File: config.mk
export PLATFORM = sky130hd
export DESIGN_NAME = pccr_regs
export DESIGN_NICKNAME = d
export VERILOG_FILES = /design/src/rtl/pccr_pkg.sv /design/src/rtl/pccr_regs.sv /design/src/rtl/pccr_sync.sv
export VERILOG_INCLUDE_DIRS = /design/src /design/src/rtl
export SDC_FILE = /design/constraint.sdc
export NUM_CORES = 1
export LEC_CHECK = 0
export BUFFER_PORTS_ARGS = -buffer_cell sky130_fd_sc_hd__buf_4
export CELL_PAD_IN_SITES_DETAIL_PLACEMENT = 1
export CELL_PAD_IN_SITES_GLOBAL_PLACEMENT = 1
export CORE_UTILIZATION = 39
export CTS_CLUSTER_SIZE = 40
export DETAILED_ROUTE_END_ITERATION = 7
export PLACE_DENSITY = 0.8
export RECOVER_POWER = 100
export SETUP_SLACK_MARGIN = 0.1
export SYNTH_ARGS = -nofsm -noshare
export SYNTH_HDL_FRONTEND = slang
export SYNTH_HIERARCHICAL = 1
export SYNTH_SLANG_ARGS = --single-unit
File: constraint.sdc
create_clock -name core_clk -period 1.55 [get_ports core_clk]
set_input_delay 0.0775 -clock core_clk [delete_from_list [all_inputs] [get_ports core_clk]]
set_output_delay 0.0775 -clock core_clk [all_outputs]
set_load 0.02 [all_outputs]
File: src/rtl/pccr_defs.svh
// offsets, field positions, reset values and widths of the primary config/control registers
`ifndef PCCR_DEFS_SVH
`define PCCR_DEFS_SVH

`define PCCR_ADDR_W 6
`define PCCR_DATA_W 16
`define PCCR_OFS_CFG 6'h04
`define PCCR_OFS_CTRL 6'h06

`define PCCR_CFG_RST 16'h0004
`define PCCR_CTRL_RST 16'h0001

`define PCCR_BIT_PAR 0
`define PCCR_BIT_LMI 1
`define PCCR_CFG_RX_PARITY_CHECK_ENABLE 2
`define PCCR_CFG_RES3 3
`define PCCR_CFG_TRIEN 4
`define PCCR_CFG_OSMEN 5
`define PCCR_CTRL_PLAT_LO 2
`define PCCR_CTRL_PLAT_HI 3
`define PCCR_CTRL_GATE_TIMING_CAPTURE_TRIGGER 4
`define PCCR_CTRL_CLEAR_PRIMARY_REQUEST 5
`define PCCR_CTRL_CLEAR_SECONDARY_REQUEST 6

`define PCCR_SYNC_STAGES 3

`endif

File: src/rtl/pccr_pkg.sv
// types shared by the primary config/control register block
package pccr_pkg;
   typedef struct packed {
      logic write;
      logic [5:0] addr;
      logic [15:0] data;
   } pccr_rx_msg_t;

   typedef struct packed {
      logic osm_status;
      logic tristate_flag;
      logic shoot_through_active;
   } pccr_ext_status_t;

   typedef enum logic [1:0] {
      PCCR_PLAT_LVL0 = 2'h0,
      PCCR_PLAT_LVL1 = 2'h1,
      PCCR_PLAT_LVL2 = 2'h2,
      PCCR_PLAT_RSVD = 2'h3
   } pccr_plateau_t;
endpackage

File: src/rtl/pccr_regs.sv
// primary configuration and run-time control registers with fault output logic
`timescale 1ns/100ps
`include "pccr_defs.svh"
module pccr_regs
   import pccr_pkg::*;
(
   input wire logic core_clk,
   input wire logic sys_rst,
   input wire logic ce,
   input wire logic rx_valid,
   input wire pccr_rx_msg_t rx_msg,
   input wire logic rx_frame_error,
   input wire pccr_ext_status_t ext_status,
   input wire logic fault_b_event,
   input wire logic shoot_through_event,
   output logic resp_valid_q,
   output logic [15:0] resp_data_q,
   output logic fault_output_a_n_q,
   output logic fault_output_b_n_q,
   output logic clear_primary_request_q,
   output logic clear_secondary_request_q,
   output logic gate_timing_capture_trigger_q,
   output pccr_plateau_t turn_on_plateau_level_q,
   output logic shoot_through_err_q,
   output logic last_message_invalid_q
);
   // ==========================================================
   // configuration state
   logic fault_on_osm_enable_q;
   logic fault_on_tristate_enable_q;
   logic cfg_res3_q;
   logic rx_parity_check_enable_q;

   pccr_ext_status_t ext_q;
   logic osm_prev_q;
   logic tri_prev_q;
   logic osm_rise;
   logic tri_rise;
   logic set_fault_a;
   logic parity_bad;
   logic discard;
   logic accept;
   logic wr_cfg;
   logic wr_ctrl;
   logic [15:0] cfg_word;
   logic [15:0] ctrl_word;
   logic [15:0] rd_word;

   pccr_sync #(
      .WIDTH(3)
   ) u_status_sync (
      .core_clk(core_clk),
      .sys_rst(sys_rst),
      .ce(ce),
      .async_in(ext_status),
      .level_q(ext_q)
   );

   // ==========================================================
   // message decode
   // odd parity over write, address and data
   assign parity_bad = (^{rx_msg.write, rx_msg.addr, rx_msg.data}) == 1'b0;
   assign discard = rx_frame_error || (rx_parity_check_enable_q && parity_bad);
   assign accept = ce && rx_valid && !discard;
   assign wr_cfg = accept && rx_msg.write && (rx_msg.addr == `PCCR_OFS_CFG);
   assign wr_ctrl = accept && rx_msg.write && (rx_msg.addr == `PCCR_OFS_CTRL);

   always_ff @(posedge core_clk or posedge sys_rst) begin
      if (sys_rst) begin
         fault_on_osm_enable_q <= 1'b0;
         fault_on_tristate_enable_q <= 1'b0;
         cfg_res3_q <= 1'b0;
         rx_parity_check_enable_q <= 1'b1;
      end else if (wr_cfg) begin
         fault_on_osm_enable_q <= rx_msg.data[`PCCR_CFG_OSMEN];
         fault_on_tristate_enable_q <= rx_msg.data[`PCCR_CFG_TRIEN];
         // stored as written; host is expected to keep it zero
         cfg_res3_q <= rx_msg.data[`PCCR_CFG_RES3];
         rx_parity_check_enable_q <= rx_msg.data[`PCCR_CFG_RX_PARITY_CHECK_ENABLE];
      end
   end

   // ==========================================================
   // control register
   // request bits set by a 1 write, cleared by hardware next cycle
   always_ff @(posedge core_clk or posedge sys_rst) begin
      if (sys_rst) begin
         clear_secondary_request_q <= 1'b0;
         clear_primary_request_q <= 1'b0;
         gate_timing_capture_trigger_q <= 1'b0;
      end else if (ce) begin
         // capture trigger self-clears; zero writes do nothing
         clear_secondary_request_q <= wr_ctrl && rx_msg.data[`PCCR_CTRL_CLEAR_SECONDARY_REQUEST];
         clear_primary_request_q <= wr_ctrl && rx_msg.data[`PCCR_CTRL_CLEAR_PRIMARY_REQUEST];
         gate_timing_capture_trigger_q <= wr_ctrl && rx_msg.data[`PCCR_CTRL_GATE_TIMING_CAPTURE_TRIGGER];
      end
   end

   // plateau field passes straight to the gate drive selection
   always_ff @(posedge core_clk or posedge sys_rst) begin
      if (sys_rst) begin
         turn_on_plateau_level_q <= PCCR_PLAT_LVL0;
      end else if (wr_ctrl) begin
         turn_on_plateau_level_q <=
            pccr_plateau_t'(rx_msg.data[`PCCR_CTRL_PLAT_HI:`PCCR_CTRL_PLAT_LO]);
      end
   end

   // ==========================================================
   // fault outputs
   always_ff @(posedge core_clk or posedge sys_rst) begin
      if (sys_rst) begin
         osm_prev_q <= 1'b0;
         tri_prev_q <= 1'b0;
      end else if (ce) begin
         osm_prev_q <= ext_q.osm_status;
         tri_prev_q <= ext_q.tristate_flag;
      end
   end

   assign osm_rise = ext_q.osm_status && !osm_prev_q;
   assign tri_rise = ext_q.tristate_flag && !tri_prev_q;
   // osm edge gated by its enable
   // tristate edge gated by its enable
   assign set_fault_a = (osm_rise && fault_on_osm_enable_q) ||
                        (tri_rise && fault_on_tristate_enable_q);

   // new events win over a simultaneous primary clear
   always_ff @(posedge core_clk or posedge sys_rst) begin
      if (sys_rst) begin
         fault_output_a_n_q <= 1'b1;
         fault_output_b_n_q <= 1'b1;
      end else if (ce) begin
         // primary clear releases both fault outputs
         if (set_fault_a) begin
            fault_output_a_n_q <= 1'b0;
         end else if (clear_primary_request_q) begin
            fault_output_a_n_q <= 1'b1;
         end
         if (fault_b_event) begin
            fault_output_b_n_q <= 1'b0;
         end else if (clear_primary_request_q) begin
            fault_output_b_n_q <= 1'b1;
         end
      end
   end

   // active shoot-through condition blocks the secondary clear
   always_ff @(posedge core_clk or posedge sys_rst) begin
      if (sys_rst) begin
         shoot_through_err_q <= 1'b0;
      end else if (ce) begin
         if (shoot_through_event) begin
            shoot_through_err_q <= 1'b1;
         end else if (clear_secondary_request_q && !ext_q.shoot_through_active) begin
            shoot_through_err_q <= 1'b0;
         end
      end
   end

   // ==========================================================
   // response word
   always_comb begin
      cfg_word = 16'h0000;
      cfg_word[`PCCR_CFG_OSMEN] = fault_on_osm_enable_q;
      cfg_word[`PCCR_CFG_TRIEN] = fault_on_tristate_enable_q;
      cfg_word[`PCCR_CFG_RES3] = cfg_res3_q;
      cfg_word[`PCCR_CFG_RX_PARITY_CHECK_ENABLE] = rx_parity_check_enable_q;
      ctrl_word = 16'h0000;
      ctrl_word[`PCCR_CTRL_CLEAR_SECONDARY_REQUEST] = clear_secondary_request_q;
      ctrl_word[`PCCR_CTRL_CLEAR_PRIMARY_REQUEST] = clear_primary_request_q;
      ctrl_word[`PCCR_CTRL_GATE_TIMING_CAPTURE_TRIGGER] = gate_timing_capture_trigger_q;
      ctrl_word[`PCCR_CTRL_PLAT_HI:`PCCR_CTRL_PLAT_LO] = turn_on_plateau_level_q;
      unique case (rx_msg.addr)
         `PCCR_OFS_CFG: rd_word = cfg_word;
         `PCCR_OFS_CTRL: rd_word = ctrl_word;
         default: rd_word = 16'h0000;
      endcase
      // flag reports the message before this one
      rd_word[`PCCR_BIT_LMI] = last_message_invalid_q;
      // odd parity over the whole word
      rd_word[`PCCR_BIT_PAR] = ~^rd_word[15:1];
   end

   // response shows the state before this message's write takes effect
   always_ff @(posedge core_clk or posedge sys_rst) begin
      if (sys_rst) begin
         resp_valid_q <= 1'b0;
         resp_data_q <= 16'h0000;
         last_message_invalid_q <= 1'b0;
      end else if (ce) begin
         resp_valid_q <= rx_valid;
         if (rx_valid) begin
            resp_data_q <= rd_word;
            // remember whether this message was discarded
            last_message_invalid_q <= discard;
         end
      end
   end
endmodule

File: src/rtl/pccr_sync.sv
// three-stage synchroniser whose output moves only when stages two and three agree
`timescale 1ns/100ps
module pccr_sync #(
   parameter int WIDTH = 1
) (
   input wire logic core_clk,
   input wire logic sys_rst,
   input wire logic ce,
   input wire logic [WIDTH-1:0] async_in,
   output logic [WIDTH-1:0] level_q
);
   logic [WIDTH-1:0] s1_q;
   logic [WIDTH-1:0] s2_q;
   logic [WIDTH-1:0] s3_q;

   // s1 feeds only s2, never any logic
   always_ff @(posedge core_clk or posedge sys_rst) begin
      if (sys_rst) begin
         s1_q <= '0;
         s2_q <= '0;
         s3_q <= '0;
      end else if (ce) begin
         s1_q <= async_in;
         s2_q <= s1_q;
         s3_q <= s2_q;
      end
   end

   always_ff @(posedge core_clk or posedge sys_rst) begin
      if (sys_rst) begin
         level_q <= '0;
      end else if (ce) begin
         for (int i = 0; i < WIDTH; i++) begin
            if (s2_q[i] == s3_q[i]) begin
               level_q[i] <= s3_q[i];
            end
         end
      end
   end
endmodule

# --- Yosys cells after proc, flatten, opt, wreduce, memory -nomap -nowiden ---
# Cells that the tools add are included.
# W data, S select, Z words.
totals:
  input_bits: 33
  elab_cells: 66
  ff_bits: 44
  output_inout_bits: 26
op_classes:
  eq_ne: 5
  muxes: 6
  n_reduce_logical: 32
  n_bitwise: 1
ops:
  columns: ["operator", "n"]
  rows:
  - ["$reduce_xor A23 Y1", 1]
  - ["$reduce_xnor A15 Y1", 1]
  - ["$logic_and A1 B1 Y1", 14]
  - ["$pmux W7 S2", 1]
  - ["$reduce_and A2 Y1", 7]
  - ["$eq A6 B3 Y1 const B", 2]
  - ["$reduce_bool A2 Y1", 3]
  - ["$mux W1", 5]
  - ["$logic_not A1 Y1", 4]
  - ["$eq A1 B1 Y1", 3]
  - ["$logic_or A1 B1 Y1", 2]
  - ["$not A1 Y1", 1]

# --- Longest topological paths before layout ---
depth:
  word_depth: 9
  depth_mapped: 8
  mapped_depth_nobuf: 8

# --- Cells and area by module ---
# Netlist, hierarchy kept.
by_module_without_submodules:
  columns: ["module", "seq_area_each_um2", "area_each_um2", "cells_each", "instances"]
  rows:
  - ["pccr_regs", 579.3, 1412.6, 142, 1]
  - ["pccr_sync", 300.3, 485.5, 34, 1]

# --- Worst setup path before layout ---
# Ideal clock, no wire load.
synth_path:
  path_type: "input to register"
  start: "input rx_msg[20] (netlist bit)"
  end: "register turn_on_plateau_level_q[0]"
  path_stages: 8
  arrival_ps: 2111
  n_path_buf: 0
  t_required_ps: 1423
  path_slack_ps: -688
  setup_time_ps: 127
  path_cell_list: "inv_1 > ha_1 > xor2_1 > xnor2_1 > xnor3_2 > xnor2_2 > a2111oi_4 > mux2_1"
synth_between:
  elab_chain_len: 8
  elab_cells_between_ends: 9
  classes_between: "eq/ne (1); bitwise (1); reduce/logical (7)"
synth_lines:
  columns: ["element", "line_no", "rtl"]
  rows:
  - ["from (decl)", "pccr_regs.sv:11", "input wire pccr_rx_msg_t rx_msg,"]
  - ["$reduce_xor A23 Y1", "pccr_regs.sv:62", "assign parity_bad = (^{rx_msg.write, rx_msg.addr, rx_msg.data}) == 1'b0;"]
  - ["$not A1 Y1", "pccr_regs.sv:62", null]
  - ["$logic_and A1 B1 Y1", "pccr_regs.sv:63", "assign discard = rx_frame_error || (rx_parity_check_enable_q && parity_bad);"]
  - ["$logic_or A1 B1 Y1", "pccr_regs.sv:63", null]
  - ["$logic_not A1 Y1", "pccr_regs.sv:64", "assign accept = ce && rx_valid && !discard;"]
  - ["$logic_and A1 B1 Y1", "pccr_regs.sv:64", null]
  - ["$logic_and A1 B1 Y1", "pccr_regs.sv:66", "assign wr_ctrl = accept && rx_msg.write && (rx_msg.addr == `PCCR_OFS_CTRL);"]
  - ["$logic_and A1 B1 Y1 *", "pccr_regs.sv:66", null]
  - ["to (signal assigned)", "pccr_regs.sv:104", "turn_on_plateau_level_q <="]
  - ["to (decl)", "pccr_regs.sv:23", "output pccr_plateau_t turn_on_plateau_level_q,"]
# Mark *: on every way between the ends. The rest lies on a longest branch, timed or not.
# A chain may end at the register's enable or synchronous reset.

# --- Final worst setup path ---
layout_path:
  start: "input rx_msg[17] (netlist bit)"
  end: "register turn_on_plateau_level_q[1]"
# Same word-level chain as after synthesis.

==> results.json <==
{
  "portBuffers": 49,
  "grt_pass1_wl_um": 8749,
  "synth_top_area_share_pct": 42.19,
  "cts_tree": "done",
  "drt-total-wl_um": 5522,
  "pin_count": 59,
  "num_rows": 25,
  "gp_congestion": 0.8228,
  "area_growth_syn_to_layout_pct": 41.33,
  "grt_max_degree": 27,
  "root_buffer": "clkbuf_8",
  "route.vias.total": 1644,
  "synth_area_mm2": 0.001898,
  "nets": 292,
  "fin_crit_sh_pct": 119.8,
  "worstPathRequired_ns": 1.73,
  "hold_path.class": "input pin to flip-flop",
  "ir_drop_mv": 0.6348,
  "clock_path_buffers": 2,
  "drv_cap": 0,
  "h-tree-depth": 2,
  "finalSetupViolations": 9,
  "postRouteAntennaNets": 0,
  "setup_ws_ns": -0.3072,
  "final_util_pct": 57.17,
  "vias_per_cell": 5.303,
  "slew_violations": 0,
  "nFillCells": 533,
  "diodes": 0,
  "first_iter_violations": 67,
  "drive_gt1_share_pct": 39.06,
  "timing.slew.headroom_pct": 59.16,
  "path_class": "input pin to flip-flop",
  "numCtsBuffers": 5,
  "status": "complete, but fails checks",
  "start_util_pct": 40.45,
  "grt-ovfl-total": 0,
  "first_pass_iters": 4,
  "clk_pin_slew_worst_paths_ns": 0.08,
  "end_kind": "flip-flop",
  "rr_worst_depth": 6,
  "arrival_ns": 2.04,
  "yosysMostFrequentCell": "dfrtp_1",
  "synth_commonest_cells": "dfrtp_1 (32), nand2_1 (19), xnor2_1 (17)",
  "violations": "negative setup slack",
  "synth.area.top_cells": "dfrtp_1 (42%), xnor2_1 (7.8%), mux2_2 (7.7%), dfstp_2 (4.2%), nand2_1 (3.8%)",
  "tightest_slew_ns": 0.6126,
  "antenna_found_initial": 0,
  "dieArea_mm2": 0.005150,
  "track_usage_pct": 23.31,
  "finalHoldViolCount": 0,
  "grt_pass1_vias": 1777,
  "clock_latency_ns": 0.30,
  "synthFlopType": "dfrtp_1",
  "fin_area_mm2": 0.002683,
  "grtUsageMet3_pct": 5.204,
  "place_area_mm2": 0.002469,
  "route.detailed.drc": 0,
  "met2_usage_pct": 40.04,
  "max_freq_ghz": 0.5384,
  "fin_crit_ns": 1.857,
  "rsz0062_at_grt": "true",
  "hpwl_um": 3605,
  "synth-seq-area-share_pct": 46.34,
  "async_reset_ff_share_pct": 100.0,
  "post_drt_wl_per_cell_um": 17.81,
  "clkSinkCount": 35,
  "dieHeight_um": 71.76,
  "synth_edf_count": 0,
  "syn_inst": 176,
  "syn_area_per_cell_um2": 10.78,
  "path_max_fanout": 3,
  "skew_ns": 0.01124,
  "critPathLaunchType": "input pin",
  "ys_seq_elements": 35,
  "grt.met1_usage_pct": 27.84,
  "yosysTopAreaCell": "dfrtp_1",
  "power_density_mw_per_mm2": 1137,
  "die_w_um": 71.76,
  "cellLeakagePower_nw": 1.213,
  "core_mm2": 0.004692,
  "min_path_cells": 2,
  "synth_cell_types": 36,
  "yosysWarnings": 6,
  "busiest_layer": "met2"
}
## state kept, by name (all words and copies together), names as in the netlist, 2 cells and up
name                     count
turn_on_plateau_level_q      2
u_status_sync/s2_q           3
u_status_sync/s3_q           3
resp_data_q                  7
u_status_sync/level_q        3
u_status_sync/s1_q           3
## critical path, cell delays in order
cell and delay, ns:
buf_4 0.11, inv_1 0.08, ha_4 0.21, xnor2_2 0.15
xnor2_2 0.16, xnor2_2 0.31, xnor2_4 0.15, a2111oi_4 0.41
mux2_1 0.37
## per-stage QoR
stage               setup WS, ns  power (mW)  hold slack (ns)  TNS (ns)  cells
finish                   -0.3072       3.051          0.01461    -1.786    310
global route             -0.3598       3.194          0.01061    -2.279    310
CTS                      -0.2356       3.053         0.007261    -1.195    310
detailed placement       -0.6174       1.980           0.1254    -4.705    295
global placement         -0.5300       1.938           0.1234    -3.944    295
floorplan                -0.4035       1.704         -0.05780    -2.122    184
## layout make-up
| type | count | area (um^2) | share of cell area [%] |
|---|---|---|---|
| multi-input cells | 128 | 1041 | 38.81 |
| clock inverters | 3 | 47.55 | 1.772 |
| inverters | 9 | 48.80 | 1.819 |
| repair buffers | 76 | 528.0 | 19.68 |
| well taps | 54 | 67.56 | 2.519 |
| clock buffers | 5 | 68.82 | 2.565 |
| flip-flops and latches | 35 | 880.8 | 32.84 |
## cell usage in the layout (no fill, tap or decap), drive strengths merged, types with 5 or more instances in the layout
cell	n
mux2	15
clkbuf	25
conb	9
dfrtp	32
nor2	7
buf	53
xnor2	18
nand2	19
inv	10
a22o	5
a21oi	9
## per-layer routing
layer	vias up	part of all wire, %
met3	13	5.7
li1	747	-
met4	0	2.9
met2	70	52
met1	814	39
met5	-	0
## power breakdown
| part | internal (mW) | switching (mW) |
|---|---|---|
| registers | 1.05 | 0.111 |
| logic | 0.515 | 0.507 |
| clock network | 0.488 | 0.379 |
## timing repair
| item | 4_1_cts | 5_1_grt |
|---|---|---|
| hold buffers | 3 | 0 |
| hold endpoints to repair | 34 | 0 |
| pin swaps | 7 | 0 |
| endpoints found under the setup margin | 9 | 11 |
| resized for setup | 18 | 1 |
| cloned | 0 | 0 |
| buffers inserted | 4 | 0 |
## kinds of logic (layout without fill, tap and decap cells)
kind of cell,count (synthesis),count (layout),share of synthesized area [%]
and+or+nand+nor,42,42,10.28
AOI/OAI and AO/OA,36,36,13.91
DFF,35,35,46.34
xor gates and xnor gates,21,21,10.88
buffers and inverters,21,93,6.328
muxes,16,16,9.426
adders and majority gates,4,4,2.637
other,1,9,0.1976
## path summary, 6_finish.rpt
kind,startpoint,to,slack [ns]
worst max-delay path,rx_msg[17],turn_on_plateau_level_q[1],-0.31
worst min-delay path,ext_status[2],u_status_sync/s1_q[2],0.01
worst max register to register,fault_on_osm_enable_q,resp_data_q[0],0.03
worst min register to register,resp_data_q[0],resp_data_q[0],0.48
max in group asynchronous,sys_rst,clear_primary_request_q,0.62
min in group asynchronous,sys_rst,u_status_sync/level_q[1],0.35
No activity file was read; power rests on OpenSTA's default activity.
